$ cat src/rtl/mmd_consts.svh
`ifndef MMD_CONSTS_SVH
`define MMD_CONSTS_SVH

// ***********************************************
// Address fields
// ***********************************************
`define MMD_HALF_BIT 15
`define MMD_BLK_MSB 14
`define MMD_BLK_LSB 13
`define MMD_OFS_MSB 12
`define MMD_ROM_AMSB 10
`define MMD_ROM_BASE 16'he000
`define MMD_LAST_ONCHIP_PAGE 7'h03
`define MMD_ROM_PAGE 7'h00

// ***********************************************
// Control fields and port count
// ***********************************************
`define MMD_ROM_EN_BIT 7
`define MMD_PORTS 2

`endif

$ cat src/rtl/mmd_pkg.sv
`default_nettype none

package mmd_pkg;

	typedef enum logic [1:0] {
		MMD_SP_PROG = 2'h0,
		MMD_SP_DATA = 2'h1,
		MMD_SP_IO = 2'h2
	} mmd_space_t;

	typedef enum logic [2:0] {
		MMD_TG_NONE = 3'h0,
		MMD_TG_DUAL_ACCESS_RAM = 3'h1,
		MMD_TG_SINGLE_ACCESS_RAM = 3'h2,
		MMD_TG_SHARED = 3'h3,
		MMD_TG_ROM = 3'h4,
		MMD_TG_EXT = 3'h5
	} mmd_target_t;

	typedef struct packed {
		mmd_target_t target;
		logic [3:0] block;
		logic [12:0] offset;
		logic [2:0] ext_page;
		logic discard;
		logic undef_read;
		logic owner_b;
	} mmd_route_t;

endpackage

`default_nettype wire

$ cat src/rtl/mmd_sync2.sv
`default_nettype none

module mmd_sync2 (
	input wire logic clk,
	input wire logic d,
	output logic q
);

	logic meta_q;

	// No reset: a strap level must pass both stages while reset is held
	always_ff @(posedge clk) begin
		meta_q <= d;
		q <= meta_q;
	end

endmodule

`default_nettype wire

$ cat src/rtl/mmd_decoder.sv
// Functional notes
// - Private dual-access RAM: four 8K blocks, two accesses
// - Dual-access RAM in program space only with overlay
// - Private single-access RAM: four 8K blocks, one access
// - Single-access RAM off until data-RAM enable set
// - Shared program RAM, sixteen blocks, one fetch per cycle
// - Only the DMA engine writes shared RAM
// - Regions 0-1 owned by A, 2-3 by B
// - Private RAM reachable only by its own subsystem
// - Enabled boot ROM replaces one 8K shared block
// - Clearing ROM enable bit exposes E000-FFFF RAM
// - ROM enable captured from own strap at reset
// - Interface select and strap choose fetch source
// - External access proceeds only with interface select high
// - I/O space always goes external
// - Normal mode: pages above 3 external, aliasing 4-7
// - Microprocessor mode: upper pages external, alias 0-3
// - Lower program half: overlay picks RAM or external
// - Upper data half: enable picks single-access or external
// - Blocked external: write dropped, read undefined

`default_nettype none
`include "mmd_consts.svh"

module mmd_decoder #(
	parameter logic SUBSYS_B = 1'b0,
	parameter int PORTS = `MMD_PORTS
) (
	input wire logic CLK,
	input wire logic SYS_RST,
	input wire logic OVERLAY_ENABLE,
	input wire logic DATA_SRAM_ENABLE,
	input wire logic MICROPROCESSOR_MODE,
	input wire logic EXTERNAL_INTERFACE_SELECT,
	input wire logic ROM_STRAP_PIN,
	input wire logic GPIO_ROM_WR,
	input wire logic [15:0] GPIO_WDATA,
	input wire logic [PORTS-1:0] ACC_VALID,
	input wire logic [2*PORTS-1:0] ACC_SPACE,
	input wire logic [PORTS-1:0] ACC_WRITE,
	input wire logic [PORTS-1:0] ACC_DMA,
	input wire logic [16*PORTS-1:0] ACC_ADDR,
	input wire logic [7*PORTS-1:0] ACC_PAGE,
	output logic BOOT_ROM_ENABLE,
	output logic [PORTS-1:0] RT_VALID,
	output logic [3*PORTS-1:0] RT_TARGET,
	output logic [4*PORTS-1:0] RT_BLOCK,
	output logic [13*PORTS-1:0] RT_OFFSET,
	output logic [3*PORTS-1:0] RT_EXT_PAGE,
	output logic [PORTS-1:0] RT_WRITE,
	output logic [PORTS-1:0] RT_EXT_STROBE,
	output logic [PORTS-1:0] RT_DISCARD,
	output logic [PORTS-1:0] RT_UNDEF_READ,
	output logic [PORTS-1:0] RT_OWNER_B,
	output logic [PORTS-1:0] RT_STALL,
	output logic RT_SUBSYS_B
);

	// ***********************************************
	// Pin synchronisers and boot ROM enable
	// ***********************************************
	logic xio_s;
	logic strap_s;
	logic rom_en_q;
	logic rom_active;

	mmd_sync2 u_sync_xio (
		.clk(CLK),
		.d(EXTERNAL_INTERFACE_SELECT),
		.q(xio_s)
	);

	mmd_sync2 u_sync_strap (
		.clk(CLK),
		.d(ROM_STRAP_PIN),
		.q(strap_s)
	);

	// Strap is sampled by a clocked process while reset is held
	always_ff @(posedge CLK) begin
		if (SYS_RST) begin
			rom_en_q <= strap_s;
		end else if (GPIO_ROM_WR) begin
			rom_en_q <= GPIO_WDATA[`MMD_ROM_EN_BIT];
		end
	end

	assign rom_active = rom_en_q & xio_s;
	assign BOOT_ROM_ENABLE = rom_en_q;
	// Private RAM instances are selected by the decoder's own subsystem
	assign RT_SUBSYS_B = SUBSYS_B;

	// ***********************************************
	// Address decode
	// ***********************************************
	function automatic mmd_pkg::mmd_route_t route_one(input logic [1:0] space, input logic wr,
		input logic dma, input logic [15:0] a, input logic [6:0] pg);
		mmd_pkg::mmd_route_t r;
		logic hi;
		logic far_page;
		r.target = mmd_pkg::MMD_TG_NONE;
		r.block = {2'h0, a[`MMD_BLK_MSB:`MMD_BLK_LSB]};
		r.offset = a[`MMD_OFS_MSB:0];
		r.discard = 1'b0;
		r.undef_read = 1'b0;
		r.owner_b = 1'b0;
		hi = a[`MMD_HALF_BIT];
		far_page = pg > `MMD_LAST_ONCHIP_PAGE;
		if (MICROPROCESSOR_MODE) begin
			r.ext_page = {1'b0, pg[1:0]};
		end else if (far_page) begin
			r.ext_page = {1'b1, pg[1:0]};
		end else begin
			r.ext_page = pg[2:0];
		end
		unique case (space)
			mmd_pkg::MMD_SP_PROG: begin
				if (!hi) begin
					r.target = OVERLAY_ENABLE ? mmd_pkg::MMD_TG_DUAL_ACCESS_RAM : mmd_pkg::MMD_TG_EXT;
				end else if (MICROPROCESSOR_MODE || far_page) begin
					r.target = mmd_pkg::MMD_TG_EXT;
				end else if (rom_active && pg == `MMD_ROM_PAGE && a >= `MMD_ROM_BASE) begin
					r.target = mmd_pkg::MMD_TG_ROM;
					r.offset = {2'h0, a[`MMD_ROM_AMSB:0]};
					r.discard = wr;
				end else begin
					r.target = mmd_pkg::MMD_TG_SHARED;
					r.block = {pg[1:0], a[`MMD_BLK_MSB:`MMD_BLK_LSB]};
					r.owner_b = pg[1];
					r.discard = wr & ~dma;
				end
			end
			mmd_pkg::MMD_SP_DATA: begin
				if (!hi) begin
					r.target = mmd_pkg::MMD_TG_DUAL_ACCESS_RAM;
				end else begin
					r.target = DATA_SRAM_ENABLE ? mmd_pkg::MMD_TG_SINGLE_ACCESS_RAM : mmd_pkg::MMD_TG_EXT;
				end
			end
			mmd_pkg::MMD_SP_IO: begin
				r.target = mmd_pkg::MMD_TG_EXT;
			end
			default: begin
				r.target = mmd_pkg::MMD_TG_NONE;
			end
		endcase
		if (r.target == mmd_pkg::MMD_TG_EXT && !xio_s) begin
			r.discard = wr;
			r.undef_read = ~wr;
		end
		return r;
	endfunction

	mmd_pkg::mmd_route_t rt_d [PORTS];
	logic [PORTS-1:0] stall_d;

	always_comb begin
		for (int p = 0; p < PORTS; p++) begin
			rt_d[p] = route_one(ACC_SPACE[2*p +: 2], ACC_WRITE[p], ACC_DMA[p],
				ACC_ADDR[16*p +: 16], ACC_PAGE[7*p +: 7]);
		end
	end

	// A later port yields when an earlier one holds the same single-ported
	// resource: a single-access block, or this subsystem's shared fetch slot
	always_comb begin
		stall_d = '0;
		for (int p = 1; p < PORTS; p++) begin
			for (int e = 0; e < p; e++) begin
				if (ACC_VALID[p] && ACC_VALID[e] && !stall_d[e]) begin
					if (rt_d[p].target == mmd_pkg::MMD_TG_SINGLE_ACCESS_RAM && rt_d[e].target == mmd_pkg::MMD_TG_SINGLE_ACCESS_RAM
						&& rt_d[p].block == rt_d[e].block) begin
						stall_d[p] = 1'b1;
					end
					if (rt_d[p].target == mmd_pkg::MMD_TG_SHARED && rt_d[e].target == mmd_pkg::MMD_TG_SHARED) begin
						stall_d[p] = 1'b1;
					end
				end
			end
		end
	end

	// ***********************************************
	// Registered routing outputs
	// ***********************************************
	for (genvar p = 0; p < PORTS; p++) begin : g_port
		logic go;
		assign go = ACC_VALID[p] & ~stall_d[p];

		always_ff @(posedge CLK) begin
			if (SYS_RST) begin
				RT_VALID[p] <= 1'b0;
				RT_TARGET[3*p +: 3] <= mmd_pkg::MMD_TG_NONE;
				RT_BLOCK[4*p +: 4] <= 4'h0;
				RT_OFFSET[13*p +: 13] <= 13'h0000;
				RT_EXT_PAGE[3*p +: 3] <= 3'h0;
				RT_OWNER_B[p] <= 1'b0;
			end else begin
				RT_VALID[p] <= go;
				RT_TARGET[3*p +: 3] <= go ? rt_d[p].target : mmd_pkg::MMD_TG_NONE;
				RT_BLOCK[4*p +: 4] <= rt_d[p].block;
				RT_OFFSET[13*p +: 13] <= rt_d[p].offset;
				RT_EXT_PAGE[3*p +: 3] <= rt_d[p].ext_page;
				RT_OWNER_B[p] <= rt_d[p].owner_b;
			end
		end

		always_ff @(posedge CLK) begin
			if (SYS_RST) begin
				RT_WRITE[p] <= 1'b0;
				RT_EXT_STROBE[p] <= 1'b0;
				RT_DISCARD[p] <= 1'b0;
				RT_UNDEF_READ[p] <= 1'b0;
				RT_STALL[p] <= 1'b0;
			end else begin
				RT_WRITE[p] <= go & ACC_WRITE[p] & ~rt_d[p].discard;
				RT_EXT_STROBE[p] <= go & (rt_d[p].target == mmd_pkg::MMD_TG_EXT) & xio_s;
				RT_DISCARD[p] <= go & rt_d[p].discard;
				RT_UNDEF_READ[p] <= go & rt_d[p].undef_read;
				RT_STALL[p] <= ACC_VALID[p] & stall_d[p];
			end
		end
	end
endmodule

`default_nettype wire

$ cat config.mk
export PLATFORM = sky130hd
export DESIGN_NAME = mmd_decoder
export DESIGN_NICKNAME = d
export VERILOG_FILES = /design/src/rtl/mmd_pkg.sv /design/src/rtl/mmd_sync2.sv /design/src/rtl/mmd_decoder.sv
export VERILOG_INCLUDE_DIRS = /design/src /design/src/rtl
export SDC_FILE = /design/constraint.sdc
export NUM_CORES = 1
export LEC_CHECK = 0
export BUFFER_PORTS_ARGS = -buffer_cell sky130_fd_sc_hd__buf_2
export CORE_ASPECT_RATIO = 0.7
export CORE_MARGIN = 1
export CORE_UTILIZATION = 43
export CTS_BUF_LIST = sky130_fd_sc_hd__clkbuf_8
export DETAILED_ROUTE_END_ITERATION = 8
export GPL_ROUTABILITY_DRIVEN = 0
export MAX_ROUTING_LAYER = met4
export PLACE_DENSITY = 0.82
export SLEW_MARGIN = 5
export SYNTH_ARGS = -nofsm -noshare
export SYNTH_HDL_FRONTEND = slang
export SYNTH_HIERARCHICAL = 1
export SYNTH_SLANG_ARGS = --single-unit
$ cat constraint.sdc
create_clock -name CLK -period 1.89 [get_ports CLK]
set_input_delay 0.378 -clock CLK [delete_from_list [all_inputs] [get_ports CLK]]
set_output_delay 0.378 -clock CLK [all_outputs]
set_load 0.01 [all_outputs]
Word-level counts from Yosys, hierarchy flattened
Cells that the tools add are included.
W data, S select, Z words.

operators by class
  add/subtract/negate cells = 0
  multipliers = 0
  divide/modulo/power cells = 0
  order comparisons = 4
  equal/unequal tests = 11
  shifts and indexed selects = 0
  mux-type cells = 41
  bitwise operators = 30
  reductions and logical operators = 23

operator list
  kind                    number
  $mux W17                6
  $mux W3                 12
  $ge A16 B16 Y1 const B  2
  $mux W13                2
  $pmux W3 S3             2
  $and A1 B1 Y1           17
  $gt A7 B2 Y1 const B    2
  $logic_not A7 Y1        2
  $mux W1                 13
  $not A1 Y1              13
  $eq A3 B2 Y1 const B    4
  $logic_and A1 B1 Y1     10
  $reduce_or A5 Y1        2
  $mux W2                 4
  $mux W4                 2
  $eq A3 B3 Y1 const B    2
  $reduce_or A2 Y1        3
  $eq A2 B1 Y1 const B    2
  $eq A2 B2 Y1 const B    2
  $eq A4 B4 Y1            1
  $logic_not A2 Y1        2
  $logic_or A1 B1 Y1      2
  $reduce_bool A2 Y1      1
  $logic_not A1 Y1        1

word-level totals
  register bits after elaboration = 64
  latch bits = 0
  bits in writable memories = 0
  ROM bits = 0
  input bits = 80
  output and inout bits = 62
  memories kept = 0

Logic depth before layout (Yosys ltp)
Gate-level depths: netlist (run 1).

  depth after elaboration = 17
  depth in mapped cells = 7

Hierarchy
The synthesis (run 1) kept the hierarchy.

by module, submodules not included
  module       instances  cells each  area an instance (um^2)
  mmd_decoder  1          197         2058.2
  mmd_sync2    2          2           40.0

Least setup slack after synthesis (run 1)
Ideal clock, no wire load.

  kind = input port to flip-flop
  from = in ACC_PAGE[9]
  to = reg RT_DISCARD[1]
  setup time = 0.127 ns
  arrival = 1.648 ns
  slack = 0.116 ns
  stages = 7
  path buffers = 1
  path through = nor4_2 -> nand3_2 -> buf_2 -> o21ai_0 -> nand3_1 -> a22oi_2 -> nor3b_2

between the ends
  longest elaborated chain between the ends = 16
  elaborated cells on any way between the ends = 32
  those cells by class = 1 x order compare; 4 x eq/ne; 16 x mux; 3 x bitwise; 8 x reduce/logical

ends and longest elaborated chain
  what                                                   RTL line            source
  start: declaration                                     mmd_decoder.sv:43   input wire logic [7*PORTS-1:0] ACC_PAGE,
  branches (longest 15 deep; another with $gt A7 B2 Y1)  --
  $and A1 B1 Y1 *                                        mmd_decoder.sv:218  RT_DISCARD[p] <= go & rt_d[p].discard;
  end signal: indexed assignment                         mmd_decoder.sv:218
  end: declaration                                       mmd_decoder.sv:52   output logic [PORTS-1:0] RT_DISCARD,

Mark *: on every way between the ends.
A chain may end at the register's enable or synchronous reset.

Worst setup path after layout (run 1)
  from = reg rom_en_q (netlist: BOOT_ROM_ENABLE)
  to = reg RT_TARGET[3]

between the ends
  longest elaborated chain between the ends = 17
  elaborated cells on any way between the ends = 36
  those cells by class = 5 x eq/ne; 19 x mux; 4 x bitwise; 8 x reduce/logical

ends and longest elaborated chain
  what                                        RTL line            source
  start: declaration                          mmd_decoder.sv:64   logic rom_en_q;
  start signal: assignment                    mmd_decoder.sv:82   rom_en_q <= strap_s;
  start signal: assignment                    mmd_decoder.sv:84   rom_en_q <= GPIO_WDATA[`MMD_ROM_EN_BIT];
  $and A1 B1 Y1 *                             mmd_decoder.sv:88   assign rom_active = rom_en_q & xio_s;
  $logic_and A1 B1 Y1 (no line) (2 in a row)  --
  $mux W3                                     mmd_decoder.sv:122  end else if (rom_active && pg == `MMD_ROM_PAGE && a >= `MMD_ROM_BASE) begin
  $mux W3                                     mmd_decoder.sv:120  end else if (MICROPROCESSOR_MODE || far_page) begin
  $mux W3                                     mmd_decoder.sv:118  if (!hi) begin
  $pmux W3 S3                                 mmd_decoder.sv:116  unique case (space)
  $eq A3 B2 Y1                                mmd_decoder.sv:171  if (rt_d[p].target == mmd_pkg::MMD_TG_SINGLE_ACCESS_RAM && rt_d[e].target == mmd_pkg::MMD_TG_SINGLE_ACCESS_RAM
  $logic_and A1 B1 Y1                         mmd_decoder.sv:171
  $logic_and A1 B1 Y1                         mmd_decoder.sv:172  && rt_d[p].block == rt_d[e].block) begin
  $mux W1                                     mmd_decoder.sv:171
  $mux W1                                     mmd_decoder.sv:175  if (rt_d[p].target == mmd_pkg::MMD_TG_SHARED && rt_d[e].target == mmd_pkg::MMD_TG_SHARED) begin
  $mux W1                                     mmd_decoder.sv:170  if (ACC_VALID[p] && ACC_VALID[e] && !stall_d[e]) begin
  $not A1 Y1                                  mmd_decoder.sv:188  assign go = ACC_VALID[p] & ~stall_d[p];
  $and A1 B1 Y1                               mmd_decoder.sv:188
  $not A1 Y1 (no line)                        --
  $reduce_or A2 Y1 (no line)                  --
  end signal: indexed assignment              mmd_decoder.sv:193  RT_TARGET[3*p +: 3] <= mmd_pkg::MMD_TG_NONE;
  end signal: indexed assignment              mmd_decoder.sv:200  RT_TARGET[3*p +: 3] <= go ? rt_d[p].target : mmd_pkg::MMD_TG_NONE;
  end: declaration                            mmd_decoder.sv:46   output logic [3*PORTS-1:0] RT_TARGET,

Mark *: on every way between the ends. The rest lies on a longest branch, timed or not.

==> out/qor.txt, run 1 <==
Avg Cell Area, Syn: 10.64 um2
Pleak: 1.601 nW
Inserted Diodes: 0
Synth top area share: 58.98%
routed wire length: 4902 um
cells after synthesis: 201
routed length per placed instance: 11.45 um
Vias: 1895
TritonCTS buffer count: 9
# rows: 21
final clock skew: 6.177 ps
gr busiest metal: met2
core area: 0.004782 mm2
Hold Buf Count CTS: 0
global route total overflow: 0
M1 GR Usage: 23.15%
vias in the first global route: 1723
max frequency: 546.3 MHz
WP data arrival: 2050 ps
Overall Global Routing Usage: 20.34%
startpoint types: register
combinational share of power: 10.4%
global-route wire length before repair: 7596 um
Cell Int Power: 2.333 mW
CTS tree: yes
worst-path fanout max: 5
Chip Width: 86.29 um
Overall Power: 2.972 mW
IO buf count: 124
clk buf depth: 2
DIE AREA: 0.005263 mm2
Main synth FF type: dfxtp_1
Area Overhead vs Synth: 50.44%
sw frac: 21.50%
top post-synthesis cells by area: dfxtp_1, nor2b_1, nor2_1, and2_1, o21ai_0
unrepaired setup endpoints after global routing: true
Seq/Total Area, Yosys: 60.39%
Synth Register Bits: 64
TNS Setup: 0 ps
io pins: 142
GR Layer Usage met2: 32.77%
power per cell area: 923.8 mW/mm2
Final HPWL DP: 3822 um
largest net degree at the start of global routing: 20
share of layout cells above drive strength 1: 49.58%
Min-Delay Path Class: in -> reg
critical path data required time: 2110 ps
Final Non-Filler Cells: 428
CP Class: reg -> reg
Fin. Hold Viols: 0
Clock Sink Count: 64
cell taking the most area after synthesis: dfxtp_1
Reg power frac: 48.1%
Post-synth EDFFs: 1
Cell variety after synth: 40
Nets: 434
max-slew violation count: 0
Clock transition at path regs: 70 ps
asr flop ratio synth: 0%
Synth warnings: 6
H-tree depth: 3
drt drc: 0
Inst Count DP: 412
Chip Height: 61 um
drt first pass iters: 4
endpoints failing setup: 0
Syn Std Cell Area: 0.002138 mm2
number of vias per cell: 4.428
Psw: 0.6388 mW
status: completed
Initial Util: 44.71%
Max Cap Violations: 0
initial antenna violation count: 0
Starting DRT DRC Count: 60
CP endpoint kind: register
Worst-Skew Late Latency: 330 ps
GRT met3 Usage: 9.660%
Root Driver: clkbuf_8
Final min period: 1830 ps
antenna viol nets, final: 0
Peak VDD IR: 0.4613 mV
fin crit share: 96.85%
Clock Power Share: 41.4%
-- layer usage --
metal | vias to the layer above | wire length, um | share of wire [%]
met2 | 82 | 2323 | 47
met4 | 0 | 28 | 0.57
li1 | 966 | - | -
met3 | 6 | 418 | 8.5
met1 | 841 | 2131 | 43
met5 | - | 0 | 0
-- critical path, stage by stage, from the launching register on --
cell      delay, ps
edfxtp_1        410
nand3_2         120
or4_4           450
o21ai_2         150
nand4_1         150
a22oi_2         360
nor2_1           90
-- cells in the final DEF (no fill, tap or decap), types with 4 or more instances in the layout --
master,Yosys,final
nand3_1,5,4
buf_4,2,24
dfxtp_1,63,63
buf_2,1,124
nand2_1,5,5
o21ai_0,9,9
nor2_1,16,16
and2_1,9,9
nor2b_1,35,35
inv_1,8,11
clkbuf_8,0,10
-- through the flow --
stage	area [um2]	setup WS (ps)	hold slack (ps)	util, %
global route	3217	-27.94	121.9	67.27
detailed placement	2994	-106.5	313.2	62.61
finish	3217	59.53	146.3	67.27
CTS	3208	66.95	132.8	67.09
floorplan	2142	115.6	309.6	-
global placement	2994	-50.78	310.6	62.61
-- synthesized netlist by cell type (2+ instances only) --
| library cell | instances |
|---|---|
| nor2b_1 | 35 |
| clkbuf_1 | 4 |
| nor4_2 | 2 |
| xor2_1 | 2 |
| or4_4 | 2 |
| and2_1 | 9 |
| buf_4 | 2 |
| nand2b_1 | 3 |
| nor4_1 | 2 |
| nand2_1 | 5 |
| nand4_1 | 3 |
| inv_1 | 8 |
| nand3_1 | 5 |
| a21oi_1 | 3 |
| o21ai_0 | 9 |
| dfxtp_1 | 63 |
| a211oi_1 | 3 |
| nor2_1 | 16 |
| nor4b_2 | 2 |
| o21a_1 | 2 |
| nor3_1 | 2 |
-- power by group through the flow --
stage	clock network [mW]	registers [mW]	logic (mW)
6_report	1.23	1.43	0.310
5_1_grt	1.33	1.44	0.344
4_1_cts	1.25	1.43	0.311
3_5_place_dp	0	1.46	0.309
3_3_place_gp	0	1.46	0.304
2_1_floorplan	0	1.49	0.100
-- area by class of cell --
cell class / instances / area (um2)
multi-input combinational: 123 / 794.5
tap: 69 / 86.33
inverter: 8 / 30.03
clock inverter: 6 / 76.32
sequential: 64 / 1291
fill: 393 / 1565
timing repair buffer: 148 / 800.8
clock buffer: 10 / 137.6
-- timing repair --
item,CTS,global route
setup endpoints to repair,0,5
resized for setup,0,2
buffers inserted,0,0
-- cell families (layout without fill, tap and decap cells) --
group	after synthesis	count (layout)	synth area share (%)
compound gates	22	22	6.611
buf+inv	15	172	3.042
other cells	1	2	0.1754
flops	64	64	60.39
mux	1	1	0.5266
xor+xnor	3	3	1.229
simple gates	95	95	28.03
-- final timing paths --
| path | from | to | slack (ps) | depth (start not counted) |
|---|---|---|---|---|
| setup reg to reg | BOOT_ROM_ENABLE | RT_TARGET[3] | 60 | 6 |
| hold / removal | ROM_STRAP_PIN | u_sync_strap/meta_q | 150 | 1 |
| hold reg to reg | u_sync_xio/meta_q | u_sync_xio/q | 330 | 0 |
| setup / recovery | BOOT_ROM_ENABLE | RT_TARGET[3] | 60 | 6 |
-- state kept, by name, summed over array words and instances, names as in the netlist --
register and cells:
RT_OWNER_B 2, RT_WRITE 2, RT_UNDEF_READ 2, BOOT_ROM_ENABLE 1, RT_DISCARD 2, RT_VALID 2, RT_OFFSET 26, RT_EXT_PAGE 6
RT_STALL 1, u_sync_strap/meta_q 1, u_sync_strap/q 1, u_sync_xio/q 1, RT_EXT_STROBE 2, u_sync_xio/meta_q 1, RT_TARGET 6, RT_BLOCK 8
Note: power is estimated with default switching activity, not from simulation.
==> run 2: changes to the inputs <==
--- a/config.mk
+++ b/config.mk
@@ -9,2 +9,3 @@
 export BUFFER_PORTS_ARGS = -buffer_cell sky130_fd_sc_hd__buf_2
+export CAP_MARGIN = 0
 export CORE_ASPECT_RATIO = 0.7
--- a/constraint.sdc
+++ b/constraint.sdc
@@ -3,2 +3,2 @@
 set_output_delay 0.378 -clock CLK [all_outputs]
-set_load 0.01 [all_outputs]
+set_load 0.05 [all_outputs]
==> run 2 against run 1 <==
Net effect:
- via count is 0.47% lower
- worst hold slack worse by 9.1 ps
- die area stayed put
- power is 6.3% higher
- count of clock-buffer cells in the layout stayed put
- final area is 0.47% higher
- cell count is 0.23% higher
- maximum frequency is 0.87% lower
- wire length is 1.3% lower
- critical path depth stayed put
- non-clock buffer count is 1 higher
- critical endpoint is now RT_WRITE[1]
- largest power group unchanged
==> out/qor.txt, run 2 (synthesis gave the netlist of run 1 again) <==
worst-path fanout max: 5 (unchanged)
core area: 0.004782 mm2 (unchanged)
io pins: 142 (unchanged)
routed length per placed instance: 11.28 um (-1.6%)
global route total overflow: 0 (unchanged)
CP endpoint kind: register
share of layout cells above drive strength 1: 49.72% (+0.14 points)
routed wire length: 4837 um (-1.3%)
endpoints failing setup: 0 (unchanged)
critical path data required time: 2100 ps (about the same)
initial antenna violation count: 0 (unchanged)
Inserted Diodes: 0 (unchanged)
Most flops, register: RT_OFFSET
r2r startpoint: BOOT_ROM_ENABLE
number of vias per cell: 4.396 (-0.71%)
Final min period: 1847 ps (+16.05 ps)
Initial Util: 44.71% (unchanged)
Worst-Skew Late Latency: 340 ps (about the same)
Overall Global Routing Usage: 19.00% (-1.3 points)
global-route wire length before repair: 6962 um (-8.3%)
Chip Height: 61 um (unchanged)
met2 WL post-DR: 2166 um (-6.8%)
Pleak: 1.606 nW (+0.31%)
Vias: 1886 (-0.47%)
clk buf depth: 2 (unchanged)
Nets: 435 (+0.23%)
Worst Hold Depth: 1 (unchanged)
final clock skew: 6.361 ps (+0.1841 ps)
most frequent cells in the layout: buf_2, dfxtp_1, nor2b_1, buf_4, nor2_1
Register-to-Register Path Depth: 6 (unchanged)
routed length on met3: 379 um (-9.3%)
Chip Width: 86.29 um (unchanged)
CTS tree: yes
max reg flops: 26 (unchanged)
Clock Sink Count: 64 (unchanged)
max-slew violation count: 0 (unchanged)
Min-Delay Path Class: in -> reg
Peak VDD IR: 0.6797 mV (+47%)
final hold slack: 137.2 ps (-9.081 ps)
vias in the first global route: 1643 (-4.6%)
unrepaired setup endpoints after global routing: true
Max Used Layer: met4
Overall Power: 3.159 mW (+6.3%)
startpoint types: register
IO buf count: 124 (unchanged)
Final HPWL DP: 3714 um (-2.8%)
power per cell area: 977.4 mW/mm2 (+5.8%)
Max Cap Violations: 0 (unchanged)
Regs by FF count: RT_OFFSET (26), RT_BLOCK (8)
most common cell after layout, fill and taps aside: buf_2
H-tree depth: 3 (unchanged)
largest net degree at the start of global routing: 24 (+20%)
# rows: 21 (unchanged)
WP data arrival: 2060 ps (about the same)
Fin. Hold Viols: 0 (unchanged)
Root Driver: clkbuf_8
CP Class: reg -> reg
Clock transition at path regs: 70 ps (about the same)
DIE AREA: 0.005263 mm2 (unchanged)
Final WS setup: 43.47 ps (-16.05 ps)
status: completed
TritonCTS buffer count: 9 (unchanged)
Worst Hold Path EP: u_sync_strap/meta_q
FF-to-FF setup slack: 40 ps (-20 ps)
Area Overhead vs Synth: 51.14%
Metal-1 WL: 2215 um (+3.9%)
drt drc: 0 (unchanged)
Starting DRT DRC Count: 57 (-5.0%)
FF-to-FF End: RT_WRITE[1]
antenna viol nets, final: 0 (unchanged)
worst slack, placed: -59.87 ps (+46.61 ps)
fin crit share: 97.70% (+0.85 points)
max frequency: 541.6 MHz (-0.87%)
drt first pass iters: 4 (unchanged)
Hold Startpoint: ROM_STRAP_PIN
## run 2: cell count changes in the layout (fill, tap and decap cells not counted)
cell | before | now
buf_4 | 24 | 25
o21ai_4 | 0 | 1
o21ai_2 | 2 | 1
## run 2: how the worst max path moves through the flow
stage / cells after the start / startpoint / slack [ps] / end
after floorplan: 6 / BOOT_ROM_ENABLE / -100 / RT_DISCARD[1]
after global placement: 8 / MICROPROCESSOR_MODE / -20 / RT_TARGET[4]
after detailed placement: 8 / MICROPROCESSOR_MODE / -60 / RT_WRITE[1]
after CTS: 6 / BOOT_ROM_ENABLE / 30 / RT_WRITE[1]
after global routing: 6 / BOOT_ROM_ENABLE / -50 / RT_TARGET[4]
final: 6 / BOOT_ROM_ENABLE / 40 / RT_WRITE[1]
## run 2: cell type report
cell class	count	area (um2)
Inverter	8	30.03
Fill cell	394	1550
Tap cell	69	86.33
Clock inverter	6	76.32
Timing Repair Buffer	149	808.3
Sequential cell	64	1291
Multi-Input combinational cell	123	802.0
Clock buffer	10	137.6
## run 2: repair_timing
action,in CTS,in global routing
buffers inserted,0,6
gates resized for setup,0,2
hold buffers,0,0
setup endpoints to repair,0,5
## run 2: worst max-delay path, stage by stage, from the launching register on
cell	delay [ps]
edfxtp_1	400
nand2_2	90
or4_4	510
o21ai_2	150
nand4_1	150
a22oi_2	340
nor2_1	90
## run 2: per-stage QoR
step | setup TNS [ps] | instance area [um2] | instances | util, %
after global placement | -59.70 | 2960 | 407 | 61.90
after CTS | 0 | 3174 | 423 | 66.38
final | 0 | 3232 | 429 | 67.58
after detailed placement | -261.2 | 2960 | 407 | 61.90
after floorplan | -448.1 | 2146 | 202 | -
after global routing | -181.9 | 3232 | 429 | 67.58
## run 2: power by group
| part | switching, mW | internal (mW) | leakage [nW] | total, mW |
|---|---|---|---|---|
| combinational | 0.332 | 0.160 | 0.954 | 0.491 |
| sequential | 0.0154 | 1.41 | 0.531 | 1.43 |
| clock | 0.477 | 0.762 | 0.120 | 1.24 |
## run 2: routing by layer
metal | vias to the layer above | GRT usage, %
met1 | 831 | 21.19
met3 | 10 | 8.571
met4 | 0 | 9.286
li1 | 964 | -
met2 | 81 | 29.37
met5 | - | -
